**src/verilog/pwt_map.svh**
```systemverilog
/*
 * Register offsets, field positions and reset values of the
 * prescaled waveform timer.
 * Assumes inclusion by bare name from the package and the design modules.
 */
`ifndef PWT_MAP_SVH
`define PWT_MAP_SVH

// ----------------------------------------------------------------------
// Register offsets
// ----------------------------------------------------------------------
`define PWT_OFF_PRESCALER 4'h0
`define PWT_OFF_PRIMARY 4'h1
`define PWT_OFF_SECONDARY 4'h2
`define PWT_OFF_MODE 4'h3
`define PWT_OFF_WAVE_CTRL 4'h4
`define PWT_OFF_SOURCE 4'h5
`define PWT_OFF_STATUS 4'h6

// ----------------------------------------------------------------------
// Field positions
// ----------------------------------------------------------------------
`define PWT_MODE_LSB 0
`define PWT_MODE_MSB 1
`define PWT_MODE_WRCTL_BIT 2
`define PWT_MODE_STOP_BIT 3
`define PWT_WAVE_PEXT_BIT 0
`define PWT_WAVE_SEXT_BIT 1
`define PWT_WAVE_LEVEL_BIT 4
`define PWT_SRC_LSB 0
`define PWT_SRC_MSB 1
`define PWT_STAT_UFLOW_BIT 0
`define PWT_STAT_PHASE_BIT 1

// ----------------------------------------------------------------------
// Reset values
// ----------------------------------------------------------------------
`define PWT_RST_PRESCALER 8'hFF
`define PWT_RST_TIMER 8'hFF
`define PWT_RST_MODE 8'h00
`define PWT_RST_WAVE 8'h00
`define PWT_RST_SOURCE 8'h00
`define PWT_SECONDARY_READ 8'hFF

`endif

```
**src/verilog/pwt_pkg.sv**
```systemverilog
/*
 * Types of the prescaled waveform timer.
 * Assumes pwt_map.svh is on the include path.
 */
package pwt_pkg;
`include "pwt_map.svh"

   typedef enum logic [1:0] {
      PWT_MODE_TIMER = 2'b00,
      PWT_MODE_WAVE = 2'b01,
      PWT_MODE_ONESHOT = 2'b10,
      PWT_MODE_WAIT_ONESHOT = 2'b11
   } pwt_mode_t;

   typedef enum logic [1:0] {
      PWT_SRC_DIV8 = 2'b00,
      PWT_SRC_DIV16 = 2'b01,
      PWT_SRC_SYS = 2'b10,
      PWT_SRC_OTHER_UFLOW = 2'b11
   } pwt_src_t;

   typedef struct packed {
      logic [3:0] addr;
      logic [7:0] wdata;
      logic wr;
      logic rd;
   } pwt_bus_req_t;

   // Waveform settings applied together at a period start
   typedef struct packed {
      logic [7:0] secondary;
      logic pext;
      logic sext;
   } pwt_wave_cfg_t;
endpackage

```
**src/verilog/pwt_timer.sv**
```systemverilog
/*
 * Prescaled waveform timer: 8-bit prescaler, 8-bit timer with primary and
 * secondary reload latches, timer and waveform generation modes.
 * Assumes a single-cycle register port with read data one cycle later.
 */
`timescale 1ns/100ps
`include "pwt_map.svh"
// Function
// RL1: 8-bit down timer counts prescaler underflows; underflow raises request flag.
// RL2: 8-bit prescaler counts the selected source, possibly other timer underflow.
// RL3: Prescaler reloads its latch; timer reloads primary or secondary per mode.
// RL4: Write control bit picks latch-only or latch-and-counter writes.
// RL5: Prescaler address reads the live prescaler count.
// RL6: Primary address reads the live timer count in any phase.
// RL7: Secondary address reads an undefined value; latch is write-only.
// RL8: Mode register selects one of four operating modes; code runs the two one-shot codes as timer mode.
// RL9: Prescaler decrements; at zero next clock underflows and reloads, divide n+1.
// RL10: Timer mode decrements, underflows past zero, reloads primary, continues.
// RL11: Waveform mode alternates primary and secondary; output toggles each underflow.
// RL12: Software sets latch-only writes before waveform mode.
// RL13: Level bit four sets polarity: zero means primary high, secondary low.
// RL14: Bits zero and one extend primary and secondary intervals half a cycle; code extends only with the two divided sources.
// RL15: Waveform changes take effect at next period start, primary first.
// RL16: Secondary and extension bits apply only on a primary write, together.
// RL17: Software writes secondary and extensions first, primary last.
// RL18: Software avoids primary writes coinciding with secondary-phase underflow.
// RL19: Software uses extension only with prescaler zero and no other-timer source.
// RL20: Count stop bit halts counting in every mode.
// RL21: Extended interval ends on opposite source edge, half a cycle late.
module pwt_timer (
   input wire logic clk_in,
   input wire logic rst_n_in,
   input wire pwt_pkg::pwt_bus_req_t bus_in,
   input wire logic other_uflow_in,
   output logic [7:0] rdata_out,
   output logic uflow_irq_out,
   output logic wave_out_pin_out,
   output logic wave_out_oe_out
);
   import pwt_pkg::*;

   logic [7:0] prescaler_latch_reg;
   logic [7:0] prescaler_reg;
   logic [7:0] primary_reload_reg;
   logic [7:0] secondary_reload_reg;
   logic [7:0] timer_reg;
   logic [7:0] mode_reg;
   logic [7:0] waveform_output_ctrl_reg;
   logic [7:0] source_reg;
   pwt_wave_cfg_t staged_cfg_reg;
   pwt_wave_cfg_t active_cfg_reg;
   logic [7:0] active_primary_reg;
   logic cfg_pending_reg;
   logic secondary_phase_reg;
   logic uflow_flag_reg;
   logic ext_wait_reg;
   logic wave_level_reg;
   logic shift_reg;
   logic [7:0] rdata_reg;
   logic src_tick;
   logic src_half;
   logic pre_uflow;
   logic tmr_zero_hit;
   logic tmr_uflow;
   logic ext_now;
   logic ext_ok;
   logic cnt_pulse;
   logic mid_pulse;
   logic phase_next;
   logic wr_direct;
   logic wr_pre;
   logic wr_pri;
   logic wr_sec;
   logic stopped;
   pwt_mode_t mode;

   assign mode = pwt_mode_t'(mode_reg[`PWT_MODE_MSB:`PWT_MODE_LSB]); // RL8
   assign stopped = mode_reg[`PWT_MODE_STOP_BIT];
   assign wr_direct = ~mode_reg[`PWT_MODE_WRCTL_BIT]; // RL4
   assign wr_pre = bus_in.wr && (bus_in.addr == `PWT_OFF_PRESCALER);
   assign wr_pri = bus_in.wr && (bus_in.addr == `PWT_OFF_PRIMARY);
   assign wr_sec = bus_in.wr && (bus_in.addr == `PWT_OFF_SECONDARY);

   // ----------------------------------------------------------------------
   // Count source
   // ----------------------------------------------------------------------
   pwt_count_source u_source (
      .clk_in(clk_in),
      .rst_n_in(rst_n_in),
      .sel_in(pwt_src_t'(source_reg[`PWT_SRC_MSB:`PWT_SRC_LSB])),
      .other_uflow_in(other_uflow_in),
      .tick_out(src_tick),
      .half_out(src_half)
   );

   // ----------------------------------------------------------------------
   // Prescaler
   // ----------------------------------------------------------------------
   // Extension moves counting onto the other half of the source period
   assign cnt_pulse = shift_reg ? src_half : src_tick;
   assign mid_pulse = shift_reg ? src_tick : src_half;
   assign pre_uflow = cnt_pulse && !stopped && (prescaler_reg == 8'h00); // RL9

   always_ff @(posedge clk_in or negedge rst_n_in) begin
      if (!rst_n_in) begin
         prescaler_latch_reg <= `PWT_RST_PRESCALER;
      end else if (wr_pre) begin
         prescaler_latch_reg <= bus_in.wdata;
      end
   end

   always_ff @(posedge clk_in or negedge rst_n_in) begin
      if (!rst_n_in) begin
         prescaler_reg <= `PWT_RST_PRESCALER;
      end else if (wr_pre && wr_direct) begin
         prescaler_reg <= bus_in.wdata; // RL4
      end else if (cnt_pulse && !stopped) begin // RL2 RL20
         if (prescaler_reg == 8'h00) begin
            prescaler_reg <= prescaler_latch_reg; // RL3 RL9
         end else begin
            prescaler_reg <= prescaler_reg - 8'h01; // RL9
         end
      end
   end

   // ----------------------------------------------------------------------
   // Reload latches and staged waveform settings
   // ----------------------------------------------------------------------
   always_ff @(posedge clk_in or negedge rst_n_in) begin
      if (!rst_n_in) begin
         primary_reload_reg <= `PWT_RST_TIMER;
         secondary_reload_reg <= `PWT_RST_TIMER;
      end else begin
         if (wr_pri) begin
            primary_reload_reg <= bus_in.wdata;
         end
         if (wr_sec) begin
            secondary_reload_reg <= bus_in.wdata;
         end
      end
   end

   // Primary write snapshots secondary and extensions together
   always_ff @(posedge clk_in or negedge rst_n_in) begin
      if (!rst_n_in) begin
         staged_cfg_reg <= '0;
         cfg_pending_reg <= 1'b0;
      end else if (wr_pri) begin
         staged_cfg_reg.secondary <= secondary_reload_reg; // RL16
         staged_cfg_reg.pext <= waveform_output_ctrl_reg[`PWT_WAVE_PEXT_BIT];
         staged_cfg_reg.sext <= waveform_output_ctrl_reg[`PWT_WAVE_SEXT_BIT];
         cfg_pending_reg <= 1'b1;
      end else if (tmr_uflow && secondary_phase_reg) begin
         cfg_pending_reg <= 1'b0;
      end
   end

   // ----------------------------------------------------------------------
   // Timer
   // ----------------------------------------------------------------------
   assign tmr_zero_hit = pre_uflow && (timer_reg == 8'h00); // RL1
   // Only the divided sources have a mid-cycle pulse to extend onto
   assign ext_ok = ~source_reg[`PWT_SRC_MSB];
   assign ext_now = ext_ok &&
      (secondary_phase_reg ? active_cfg_reg.sext : active_cfg_reg.pext);
   // Extended interval ends on the mid-cycle pulse after the zero hit
   assign tmr_uflow = (mode == PWT_MODE_WAVE) ?
      ((tmr_zero_hit && !ext_now) || (ext_wait_reg && mid_pulse && !stopped)) :
      tmr_zero_hit; // RL14 RL21

   always_ff @(posedge clk_in or negedge rst_n_in) begin
      if (!rst_n_in) begin
         ext_wait_reg <= 1'b0;
      end else if (mode != PWT_MODE_WAVE || !ext_ok || tmr_uflow) begin
         ext_wait_reg <= 1'b0;
      end else if (tmr_zero_hit && ext_now) begin
         ext_wait_reg <= 1'b1; // RL21
      end
   end

   // Each extended underflow flips counting to the other half period
   always_ff @(posedge clk_in or negedge rst_n_in) begin
      if (!rst_n_in) begin
         shift_reg <= 1'b0;
      end else if (mode != PWT_MODE_WAVE || !ext_ok) begin
         shift_reg <= 1'b0;
      end else if (ext_wait_reg && tmr_uflow) begin
         shift_reg <= ~shift_reg; // RL14 RL21
      end
   end

   always_ff @(posedge clk_in or negedge rst_n_in) begin
      if (!rst_n_in) begin
         timer_reg <= `PWT_RST_TIMER;
      end else if (wr_pri && wr_direct) begin
         timer_reg <= bus_in.wdata; // RL4
      end else if (tmr_uflow) begin
         if (mode == PWT_MODE_WAVE && !secondary_phase_reg) begin
            timer_reg <= active_cfg_reg.secondary; // RL3 RL11
         end else if (mode == PWT_MODE_WAVE && cfg_pending_reg) begin
            timer_reg <= primary_reload_reg; // RL15
         end else if (mode == PWT_MODE_WAVE) begin
            timer_reg <= active_primary_reg;
         end else begin
            timer_reg <= primary_reload_reg; // RL10
         end
      end else if (pre_uflow && !ext_wait_reg && timer_reg != 8'h00) begin
         timer_reg <= timer_reg - 8'h01; // RL1 RL10
      end
   end

   // Active settings swap in at the start of a primary interval, or at once outside waveform mode
   always_ff @(posedge clk_in or negedge rst_n_in) begin
      if (!rst_n_in) begin
         active_cfg_reg <= '0;
         active_primary_reg <= `PWT_RST_TIMER;
      end else if ((tmr_uflow && secondary_phase_reg && cfg_pending_reg) ||
                   (mode != PWT_MODE_WAVE && cfg_pending_reg)) begin
         active_cfg_reg <= staged_cfg_reg; // RL15 RL16
         active_primary_reg <= primary_reload_reg;
      end
   end

   // ----------------------------------------------------------------------
   // Waveform phase and output
   // ----------------------------------------------------------------------
   always_ff @(posedge clk_in or negedge rst_n_in) begin
      if (!rst_n_in) begin
         secondary_phase_reg <= 1'b0;
      end else if (mode != PWT_MODE_WAVE) begin
         secondary_phase_reg <= 1'b0;
      end else if (tmr_uflow) begin
         secondary_phase_reg <= ~secondary_phase_reg; // RL11
      end
   end

   // Level bit applies at once; phase picks primary or secondary level
   assign phase_next = (mode == PWT_MODE_WAVE) && (secondary_phase_reg ^ tmr_uflow);

   always_ff @(posedge clk_in or negedge rst_n_in) begin
      if (!rst_n_in) begin
         wave_level_reg <= 1'b1;
      end else begin
         wave_level_reg <= ~waveform_output_ctrl_reg[`PWT_WAVE_LEVEL_BIT] ^ phase_next; // RL11 RL13
      end
   end

   always_ff @(posedge clk_in or negedge rst_n_in) begin
      if (!rst_n_in) begin
         wave_out_pin_out <= 1'b0;
         wave_out_oe_out <= 1'b0;
      end else begin
         wave_out_pin_out <= wave_level_reg; // RL13
         wave_out_oe_out <= (mode == PWT_MODE_WAVE);
      end
   end

   // ----------------------------------------------------------------------
   // Underflow request flag
   // ----------------------------------------------------------------------
   always_ff @(posedge clk_in or negedge rst_n_in) begin
      if (!rst_n_in) begin
         uflow_flag_reg <= 1'b0;
      end else if (tmr_uflow) begin
         uflow_flag_reg <= 1'b1; // RL1
      end else if (bus_in.wr && bus_in.addr == `PWT_OFF_STATUS &&
                   bus_in.wdata[`PWT_STAT_UFLOW_BIT]) begin
         uflow_flag_reg <= 1'b0;
      end
   end

   always_ff @(posedge clk_in or negedge rst_n_in) begin
      if (!rst_n_in) begin
         uflow_irq_out <= 1'b0;
      end else begin
         uflow_irq_out <= uflow_flag_reg;
      end
   end

   // ----------------------------------------------------------------------
   // Control registers
   // ----------------------------------------------------------------------
   always_ff @(posedge clk_in or negedge rst_n_in) begin
      if (!rst_n_in) begin
         mode_reg <= `PWT_RST_MODE;
         waveform_output_ctrl_reg <= `PWT_RST_WAVE;
         source_reg <= `PWT_RST_SOURCE;
      end else if (bus_in.wr) begin
         case (bus_in.addr)
            `PWT_OFF_MODE: mode_reg <= bus_in.wdata; // RL8 RL20
            `PWT_OFF_WAVE_CTRL: waveform_output_ctrl_reg <= bus_in.wdata;
            `PWT_OFF_SOURCE: source_reg <= bus_in.wdata; // RL2
            default: begin
            end
         endcase
      end
   end

   // ----------------------------------------------------------------------
   // Read port
   // ----------------------------------------------------------------------
   always_ff @(posedge clk_in or negedge rst_n_in) begin
      if (!rst_n_in) begin
         rdata_reg <= 8'h00;
      end else if (bus_in.rd) begin
         case (bus_in.addr)
            `PWT_OFF_PRESCALER: rdata_reg <= prescaler_reg; // RL5
            `PWT_OFF_PRIMARY: rdata_reg <= timer_reg; // RL6
            `PWT_OFF_SECONDARY: rdata_reg <= `PWT_SECONDARY_READ; // RL7
            `PWT_OFF_MODE: rdata_reg <= mode_reg;
            `PWT_OFF_WAVE_CTRL: rdata_reg <= waveform_output_ctrl_reg;
            `PWT_OFF_SOURCE: rdata_reg <= source_reg;
            `PWT_OFF_STATUS: rdata_reg <= {6'h00, secondary_phase_reg, uflow_flag_reg};
            default: rdata_reg <= 8'h00;
         endcase
      end else begin
         rdata_reg <= 8'h00;
      end
   end

   assign rdata_out = rdata_reg;
endmodule // pwt_timer

```
**src/verilog/pwt_count_source.sv**
```systemverilog
/*
 * Count source selector: makes a one-cycle count pulse from the chosen source
 * and, for the divided sources only, a half-cycle mid pulse.
 * Assumes the other timer's underflow arrives as a one-cycle pulse.
 */
`timescale 1ns/100ps
module pwt_count_source (
   input wire logic clk_in,
   input wire logic rst_n_in,
   input wire pwt_pkg::pwt_src_t sel_in,
   input wire logic other_uflow_in,
   output logic tick_out,
   output logic half_out
);
   import pwt_pkg::*;

   logic [3:0] div_reg;

   always_ff @(posedge clk_in or negedge rst_n_in) begin
      if (!rst_n_in) begin
         div_reg <= 4'h0;
      end else begin
         div_reg <= div_reg + 4'h1;
      end
   end

   // ----------------------------------------------------------------------
   // Count pulse and mid-cycle pulse
   // ----------------------------------------------------------------------
   always_comb begin
      case (sel_in)
         PWT_SRC_DIV8: begin
            tick_out = (div_reg[2:0] == 3'h7);
            half_out = (div_reg[2:0] == 3'h3);
         end
         PWT_SRC_DIV16: begin
            tick_out = (div_reg == 4'hF);
            half_out = (div_reg == 4'h7);
         end
         PWT_SRC_SYS: begin
            tick_out = 1'b1;
            half_out = 1'b0;
         end
         PWT_SRC_OTHER_UFLOW: begin
            tick_out = other_uflow_in;
            half_out = 1'b0;
         end
         default: begin
            tick_out = 1'b0;
            half_out = 1'b0;
         end
      endcase
   end
endmodule // pwt_count_source

```
**config.mk**
```make
export PLATFORM = sky130hd
export DESIGN_NAME = pwt_timer
export DESIGN_NICKNAME = d
export VERILOG_FILES = /design/src/verilog/pwt_pkg.sv /design/src/verilog/pwt_timer.sv /design/src/verilog/pwt_count_source.sv
export VERILOG_INCLUDE_DIRS = /design/src /design/src/verilog
export SDC_FILE = /design/constraint.sdc
export NUM_CORES = 1
export LEC_CHECK = 0
export ABC_AREA = 1
export BUFFER_PORTS_ARGS = -buffer_cell sky130_fd_sc_hd__buf_2
export CORE_MARGIN = 3
export CORE_UTILIZATION = 30
export CTS_BUF_LIST = sky130_fd_sc_hd__clkbuf_4
export DETAILED_ROUTE_END_ITERATION = 6
export GPL_TIMING_DRIVEN = 0
export PLACE_DENSITY = 0.49
export SLEW_MARGIN = 20
export SYNTH_ARGS = -nofsm -noshare
export SYNTH_HDL_FRONTEND = slang
export SYNTH_SLANG_ARGS = --single-unit
```
**constraint.sdc**
```tcl
create_clock -name clk_in -period 1.75 [get_ports clk_in]
set_input_delay 0.35 -clock clk_in [delete_from_list [all_inputs] [get_ports clk_in]]
set_output_delay 0.35 -clock clk_in [all_outputs]
set_load 0.02 [all_outputs]
```
==> impl_metrics.json, run 1 <==
{
  "dpl_cell_area_sq_um": 5963,
  "rrSetupSlack_ps": -340,
  "core.rowCount": 48,
  "die_h_um": 141.1,
  "powerDensity_nw_per_um2": 1304,
  "finalClockSkew_ps": 17.79,
  "clock_path_buffers": 2,
  "clk_latency_ps": 540,
  "worst_pin_slew_ps": 558.0,
  "reg2reg_depth": 14,
  "critPathLaunch": "u_source.div_reg[1]",
  "violations": "design-rule violations, negative setup slack",
  "synth_top_family_by_area": "simple AND/OR/NAND/NOR gates",
  "cts-root-buf": "clkbuf_4",
  "dpl.hpwl_mm": 11.16,
  "met1_usage_pct": 22.89,
  "fin_nets": 763,
  "cp-end-kind": "flop",
  "ys_ff_latch": 113,
  "io_buffers": 27,
  "holdPathStages": 3,
  "coreArea_sq_um": 17600,
  "place.gp.congestion": 0.9051,
  "synth_edf_count": 0,
  "worstHoldStart": "bus_in[3]",
  "period_minus_slack_ps": 2088,
  "cts_tree": "built",
  "n_fill_cell": 1820,
  "cts-buffers-inserted": 17,
  "muxShareOfSynthArea_pct": 0.2055,
  "crit_arrival_ps": 2560,
  "place_worst_setup_slack_ps": -692.5,
  "grt_pass1_vias": 4741,
  "synthFlopType": "dfrtp_1",
  "hold_slack_ps": 46.04,
  "utilization_pct": 39.19,
  "netlist_area_sq_um": 5479,
  "peakVddDrop_v": 0.0004585,
  "ys_seq_area_share_pct": 52.73,
  "p_total_mw": 8.991,
  "grt_pass1_wl_mm": 26.01,
  "maxSlewHeadroom_pct": 62.71,
  "power.leakage_nw": 3.218,
  "num_vias": 4887,
  "run_status": "complete, but fails checks",
  "drc": 1,
  "layout_common_cells": "nand2_1 (196), o21ai_0 (63), dfrtp_1 (63)",
  "htree_levels": 4,
  "synth_compound_area_share_pct": 12.26,
  "path_cells": "ha_4 -> ha_1 -> nand2_2 -> nand3_2 -> nand2_1 -> nor2_4 -> nand4_4 -> nand2_4 -> nand3_4 -> nand2_8 -> buf_12 -> buf_12 -> nand2_2 -> nand2_1",
  "worst-path-stages": 14,
  "use_met3_pct": 3.799,
  "setup_viol": 35,
  "antenna_found_initial": 1,
  "drtPass1Iterations": 7,
  "grt-ovfl-total": 0,
  "r2r-start": "u_source.div_reg[1]",
  "yosys.area_share.simple_pct": 26.19,
  "dieArea_sq_um": 19920,
  "final_common_cell": "nand2_1",
  "cpMaxStageDelayCell": "dfrtp_1",
  "syn-num-nets": 680,
  "postLayoutSetupSlackWorst_ps": -337.9,
  "die_w_um": 141.1,
  "avgSynthCellArea_sq_um": 8.327,
  "yosysUniqueCellTypes": 42,
  "design_area_sq_um": 6895,
  "met2_usage_pct": 26.19,
  "grt_usage_pct": 16.83,
  "synth-xor-area-share_pct": 1.439,
  "cp_data_required_time_ps": 2220,
  "synthAdderAreaFrac_pct": 1.142,
  "hp-class": "primary input to flop",
  "start_kind": "flop",
  "slowest_delay_ps": 410,
  "clock.fmax_mhz": 478.9,
  "synthTopCellsByArea": "dfrtp_1 (29%), dfstp_2 (23%), nand2_1 (16%)",
  "antenna_left": 0,
  "wl_per_cell_um": 16.82,
  "drive_above_1_share_pct": 31.30,
  "critPathKind": "flop to flop",
  "clk_pin_slew_ps": 110,
  "synthArstFlopShare_pct": 100.0,
  "syn_to_final_growth_pct": 25.85,
  "maxCapViolations": 0,
  "viasPerCell": 4.987,
  "rsz0062_at_grt": "true",
  "syn-instance-count": 658,
  "critical_path.top_delay_family": "simple AND/OR/NAND/NOR gates",
  "worst-path-buf-inv": 2,
  "wirelength_mm": 16.48,
  "start_util_pct": 31.14,
  "cp_max_fo": 5,
  "drtIter0Drc": 300,
  "grt_max_degree": 80,
  "yosys.area.top_type": "dfrtp_1",
  "hold_viol": 0,
  "io_pins": 28,
  "slew_viol_final": 0,
  "synth_top_cell_area_share_pct": 29.23,
  "grt_busiest_layer": "met2",
  "cts.sinks": 113,
  "ys_warn_count": 0,
  "min_period_over_period_pct": 119.3
}
through the flow:
stage,TNS (ps),std cells
after global placement,-124070,910
after floorplan,-1309,658
after detailed placement,-36870,911
after global routing,-12710,980
after CTS,-11320,971
final,-7793,980
final timing paths:
check,to
worst min-delay path,timer_reg[1]
worst min register to register,wave_out_pin_out
worst max-delay path,active_cfg_reg[2]
worst max register to register,active_cfg_reg[2]
max in group asynchronous,wave_level_reg
min in group asynchronous,waveform_output_ctrl_reg[6]
tightest hold or removal path: stages:
cell and delay, ps:
buf_2 120, nand2_1 60, nand3_1 70
area by class of cell:
cell class	instances	area, sq um	area share [%]
sequential	113	2890	41.92
multi-input combinational	461	2592	37.60
timing repair buffer	66	539.3	7.821
tap	225	281.5	4.083
inverter	66	257.7	3.738
clock buffer	21	157.7	2.286
buffer	16	102.6	1.488
clock inverter	11	71.32	1.034
antenna	1	2.502	0.03629
power breakdown:
part	total (mW)	switching, mW	internal, mW
Combinational	3.02	1.68	1.34
Clock	1.72	0.995	0.726
Sequential	4.25	0.656	3.60
Total	8.99	3.33	5.66
per-layer routing:
layer	vias up	share of wire, %
met3	26	4.3
met5	-	0
met2	103	48
met1	2424	46
met4	0	2.4
li1	2334	-
cells by family (layout without fill, tap and decap cells):
kind of cell	Yosys count	in the layout
AO/OA/AOI/OAI	115	115
XOR/XNOR	9	9
adder cells (fa/ha/maj)	5	5
buffers and inverters	84	180
flip-flops	113	113
multiplexers	1	1
other	0	1
AND/OR/NAND/NOR	331	331
Yosys cell counts, types with 6 or more instances:
cell,number
o221ai_1,6
a221oi_1,7
xor2_1,8
nor2_1,24
clkbuf_1,11
nand4_1,6
o21ai_0,66
o211ai_1,6
inv_1,63
dfstp_2,49
nand3_1,49
dfrtp_1,64
nand2_1,230
a21oi_1,15
what timing repair did:
| action | in CTS | in global routing |
|---|---|---|
| pin swaps | 14 | 41 |
| hold buffers | 1 | 0 |
| cloned | 2 | 0 |
| setup endpoints to repair | 40 | 48 |
| setup buffers | 25 | 13 |
| resized for setup | 48 | 69 |
| endpoints found under the hold margin | 34 | 0 |
Note: power is estimated with default switching activity, not from simulation.
==> run 2: changes to the inputs <==
--- a/config.mk
+++ b/config.mk
@@ -9,11 +9,11 @@
 export ABC_AREA = 1
 export BUFFER_PORTS_ARGS = -buffer_cell sky130_fd_sc_hd__buf_2
 export CORE_MARGIN = 3
-export CORE_UTILIZATION = 30
+export CORE_UTILIZATION = 47
 export CTS_BUF_LIST = sky130_fd_sc_hd__clkbuf_4
 export DETAILED_ROUTE_END_ITERATION = 6
 export GPL_TIMING_DRIVEN = 0
-export PLACE_DENSITY = 0.49
+export PLACE_DENSITY = 0.69
 export SLEW_MARGIN = 20
 export SYNTH_ARGS = -nofsm -noshare
 export SYNTH_HDL_FRONTEND = slang
==> run 2 against run 1 <==
  * The flow finishes with violations (negative setup slack)
  * Flip-flop and latch count stayed put
  * Largest cell class unchanged
  * Core utilization is 21 points higher
  * Register-to-register slack better by 30 ps
  * Power is 0.36% lower
  * Combinational power is 2% lower
  * Critical path type unchanged
  * Clock skew is 4.0 ps lower
  * Global-route usage is 8.0 points higher
  * Cell count is 9.4% lower
  * Sequential power hardly changed
  * Largest power group unchanged
  * Via count is 1.0% higher
==> impl_metrics.json, run 2 (synthesis results as in run 1) <==
{
  "drtIter0Drc": 417,
  "cts-buffers-inserted": 17,
  "crit_arrival_ps": 2490,
  "violations": "negative setup slack",
  "place_worst_setup_slack_ps": -582.4,
  "holdPathStages": 3,
  "num_antenna_cells": 0,
  "grt_pass1_wl_mm": 24.96,
  "clock_path_buffers": 2,
  "p_total_mw": 8.959,
  "hold_slack_ps": 67.32,
  "p_clk_share_pct": 19.3,
  "layout_common_cells": "nand2_1 (199), dfrtp_1 (64), o21ai_0 (61)",
  "dieArea_sq_um": 12990,
  "drtPass1Iterations": 5,
  "n_fill_cell": 996,
  "num_vias": 4938,
  "netSwitchingFraction_pct": 37.65,
  "period_minus_slack_ps": 2061,
  "cts.sinks": 113,
  "clock.fmax_mhz": 485.1,
  "grt_pass1_vias": 4930,
  "grt_usage_pct": 24.83,
  "antenna_found_initial": 0,
  "clk_latency_ps": 540,
  "power.switching_mw": 3.373,
  "cp-end-kind": "flop",
  "start_kind": "flop",
  "wirelength_mm": 15.39,
  "wl_per_cell_um": 17.33,
  "grt_max_degree": 83,
  "antenna_left": 0,
  "maxSlewHeadroom_pct": 63.94,
  "drc": 0,
  "cp_max_fo": 10,
  "htree_levels": 4,
  "power_frac_comb_pct": 33.1,
  "core.rowCount": 38,
  "clk_pin_slew_ps": 100,
  "dpl.hpwl_mm": 10.35,
  "design_area_sq_um": 6698,
  "worst_pin_slew_ps": 539.6,
  "powerDensity_nw_per_um2": 1338,
  "cts-root-buf": "clkbuf_4",
  "coreArea_sq_um": 11130,
  "peakVddDrop_v": 0.001155,
  "internal_power_mw": 5.585,
  "io_buffers": 27,
  "finalClockSkew_ps": 13.77,
  "rsz0062_at_grt": "true",
  "min_period_over_period_pct": 117.8,
  "rrSetupSlack_ps": -310,
  "start_util_pct": 49.25,
  "grt-ovfl-total": 0,
  "run_status": "complete, but fails checks",
  "viasPerCell": 5.561,
  "hp-class": "primary input to flop",
  "maxCapViolations": 0,
  "die_h_um": 114.0,
  "final_common_cell": "nand2_1",
  "die_w_um": 114.0,
  "slew_viol_final": 0,
  "cts_tree": "built",
  "dpl_cell_area_sq_um": 5857,
  "hold_viol": 0,
  "critPathKind": "flop to flop",
  "syn_to_final_growth_pct": 22.24,
  "setup_viol": 35,
  "cp_data_required_time_ps": 2180,
  "postLayoutSetupSlackWorst_ps": -311.2,
  "p_seq_share_pct": 47.6,
  "fin_nets": 757,
  "io_pins": 28,
  "place.gp.congestion": 0.9551,
  "reg2reg_depth": 11,
  "power.leakage_nw": 3.159,
  "drive_above_1_share_pct": 31.28
}
## run 2: path summary, 6_finish.rpt
check,startpoint,endpoint
worst max-delay path,timer_reg[1],active_cfg_reg[7]
worst min-delay path,bus_in[3],primary_reload_reg[1]
worst max register to register,timer_reg[1],active_cfg_reg[7]
worst min register to register,wave_level_reg,wave_out_pin_out
max in group asynchronous,rst_n_in,secondary_reload_reg[6]
min in group asynchronous,rst_n_in,u_source.div_reg[3]
## run 2: power groups by stage
stage          Combinational (mW)  Clock [mW]  Sequential, mW
3_3_place_gp                 2.20           0            4.23
3_5_place_dp                 2.30           0            4.23
5_1_grt                      3.33        1.89            4.33
2_1_floorplan                1.71           0            4.06
4_1_cts                      2.54        1.77            4.21
6_report                     2.96        1.73            4.26
## run 2: critical path, cell delays in order, from the launching register on
cell and delay (ps):
dfstp_2 410, inv_1 110, ha_4 170, nand3_1 110, or2_4 260, nor2_4 160, nand4_4 140, nand2_4 120
nand3_4 140, buf_6 190, nand3_1 90, nand2_2 60
## run 2: metrics by stage
step,util [%],cells,setup TNS (ps)
2_1_floorplan,-,658,-1309
3_3_place_gp,52.34,825,-98310
3_5_place_dp,52.64,826,-26590
4_1_cts,57.32,875,-8146
5_1_grt,60.20,888,-11470
6_report,60.20,888,-8204
## run 2: final cells by class
type / count / area (sq um) / area share, %
multi-input combinational: 461 / 2585 / 38.60
buffer: 18 / 111.4 / 1.663
sequential: 113 / 2889 / 43.13
tap: 140 / 175.2 / 2.615
clock inverter: 12 / 93.84 / 1.401
timing repair buffer: 58 / 437.9 / 6.538
inverter: 66 / 255.2 / 3.811
clock buffer: 20 / 150.1 / 2.242
## run 2: routing by layer
metal | GRT usage, % | share of wire (%)
met1 | 33.17 | 43
met5 | 0 | 0
met2 | 38.80 | 47
met4 | 9.818 | 2.5
met3 | 6.472 | 7.2
## run 2: timing repair
item,CTS,global route
hold endpoints to repair,31,0
cloned,2,0
setup endpoints to repair,40,44
hold buffers,1,0
resized for setup,44,68
buffers inserted,14,13
pin swaps,12,22
==> run 3: changes to the inputs <==
==> constraint.sdc (replaced) <==
create_clock -name clk_in -period 1.75 [get_ports clk_in]
set_input_delay 0 -clock clk_in [delete_from_list [all_inputs] [get_ports clk_in]]
set_output_delay 0 -clock clk_in [all_outputs]
set_load 0.02 [all_outputs]
==> run 3 against run 2 <==
  * Cell count grew 2.1%
  * The flow still finishes with violations (negative setup slack)
  * Largest cell class unchanged
  * Clock skew grew 0.69 ps
  * Combinational power shrank 2%
==> impl_metrics.json, run 3 (synthesis results as in run 1) <==
{
  "crit_arrival_ps": 2530,
  "dieArea_sq_um": 12990,
  "hold_viol": 0,
  "antenna_left": 0,
  "grt-ovfl-total": 0,
  "r2r-start": "u_source.div_reg[0]",
  "clock_path_buffers": 2,
  "critPathLaunch": "u_source.div_reg[0]",
  "grt_pass1_wl_mm": 25.58,
  "cts_tree": "built",
  "core.rowCount": 38,
  "num_antenna_cells": 0,
  "slowest_delay_ps": 400,
  "powerDensity_nw_per_um2": 1290,
  "cp_max_fo": 5,
  "layout_common_cells": "nand2_1 (197), dfrtp_1 (64), o21ai_0 (63)",
  "io_buffers": 27,
  "hp-class": "primary input to async pin",
  "setup_viol": 39,
  "min_period_over_period_pct": 116.7,
  "slew_viol_final": 0,
  "rsz0062_at_grt": "true",
  "cp_common_cell": "nand2_1",
  "postLayoutSetupSlackWorst_ps": -292.4,
  "num_vias": 5063,
  "cts.sinks": 113,
  "worst_pin_slew_ps": 525.4,
  "cts-root-buf": "clkbuf_4",
  "violations": "negative setup slack",
  "top_layer": "met4",
  "clk_pin_slew_ps": 110,
  "cp-end-kind": "flop",
  "internal_power_mw": 5.557,
  "drtPass1Iterations": 5,
  "start_util_pct": 49.25,
  "coreArea_sq_um": 11130,
  "clock.fmax_mhz": 489.6,
  "p_total_mw": 8.877,
  "utilization_pct": 61.84,
  "place_worst_setup_slack_ps": -582.4,
  "maxSlewHeadroom_pct": 64.89,
  "wl_met2_mm": 7.472,
  "place.gp.congestion": 0.9551,
  "clk_latency_ps": 540,
  "wirelength_mm": 15.66,
  "grt_usage_pct": 25.51,
  "tns_ps": -7040,
  "p_seq_share_pct": 47.8,
  "cts-buffers-inserted": 17,
  "wl_met3_mm": 1.166,
  "peakVddDrop_v": 0.001159,
  "reg2reg_depth": 14,
  "die_w_um": 114.0,
  "cp-endpoint": "active_primary_reg[6]",
  "period_minus_slack_ps": 2042,
  "rr_endpoint": "active_primary_reg[6]",
  "rrSetupSlack_ps": -290,
  "power.leakage_nw": 3.229,
  "viasPerCell": 5.582,
  "wl_met1_mm": 6.587,
  "drtIter0Drc": 439,
  "hold_slack_ps": 114.7,
  "p_clk_share_pct": 19.6,
  "power_frac_comb_pct": 32.6,
  "fin_nets": 776,
  "wl_per_cell_um": 17.26,
  "io_pins": 28,
  "die_h_um": 114.0,
  "htree_levels": 4,
  "grt_max_degree": 83,
  "cpMaxStageDelayCell": "dfrtp_1",
  "run_status": "complete, but fails checks",
  "power.switching_mw": 3.320,
  "path_cells": "ha_4 -> nand2_1 -> inv_2 -> nand3_2 -> nand3_4 -> nand2_2 -> nor2_4 -> nand4_4 -> nand2_4 -> nand3_4 -> nand2_8 -> buf_4 -> nand2_1 -> nand2_1",
  "final_common_cell": "nand2_1",
  "dpl.hpwl_mm": 10.35,
  "drive_above_1_share_pct": 30.12,
  "syn_to_final_growth_pct": 25.58,
  "critPathKind": "flop to flop",
  "finalClockSkew_ps": 14.46,
  "netSwitchingFraction_pct": 37.40,
  "start_kind": "flop",
  "maxCapViolations": 0,
  "antenna_found_initial": 0,
  "grt_pass1_vias": 5023,
  "drc": 0,
  "cp_data_required_time_ps": 2240
}
==> run 3: cell count changes in the layout (fill, tap and decap cells not counted), sizes merged <==
cell,previous run,this run
dlymetal6s4s,0,1
dlygate4sd3,1,20
clkbuf,32,30
buf,63,64
==> run 3: stage by stage <==
stage	instances	area (sq um)
final	907	6880
after global routing	907	6880
after CTS	895	6578
after detailed placement	826	5857
after global placement	825	5823
after floorplan	658	5513
==> run 3: worst max-delay path, delay by kind of cell, from the launching register on <==
kind | cells | cell delay (ps)
adder cells (fa/ha/maj) | 1 | 180
buffers and inverters | 2 | 210
flip-flops | 1 | 400
AND/OR/NAND/NOR | 11 | 1190
==> run 3: power groups by stage <==
stage               clock, mW  sequential, mW  combinational [mW]
finish                   1.74            4.24                2.89
floorplan                   0            4.06                1.71
detailed placement          0            4.23                2.30
global route             1.89            4.32                3.27
global placement            0            4.23                2.20
CTS                      1.77            4.21                2.58
==> run 3: what timing repair did <==
| item | CTS | global route |
|---|---|---|
| setup endpoints to repair | 40 | 72 |
| resized for setup | 44 | 61 |
| buffers inserted | 14 | 14 |
| pin swaps | 12 | 21 |
| hold endpoints to repair | 154 | 0 |
| hold buffers | 21 | 0 |
| gates cloned | 2 | 0 |
==> run 3: area by class of cell <==
class,instances,area (sq um)
Timing Repair Buffer,79,640.6
Inverter,66,255.2
Buffer,16,101.3
Sequential cell,113,2889
Clock buffer,20,150.1
Fill cell,964,4245
Clock inverter,12,93.84
Tap cell,140,175.2
Multi-Input combinational cell,461,2575
==> run 3: routing by layer <==
metal	track usage [%]	up-vias
met3	6.790	36
li1	-	2359
met4	9.660	0
met1	33.61	2479
met5	0	-
met2	40.48	189
==> run 3: how the worst min path moves through the flow <==
stage,from,end,slack [ps],cells past startpoint
2_1_floorplan,rst_n_in,active_cfg_reg[0],-300,0
3_3_place_gp,bus_in[6],primary_reload_reg[4],260,3
3_5_place_dp,rst_n_in,u_source.div_reg[3],-100,1
4_1_cts,rst_n_in,active_primary_reg[3],100,2
5_1_grt,rst_n_in,active_primary_reg[3],110,2
6_report,rst_n_in,active_primary_reg[0],110,2
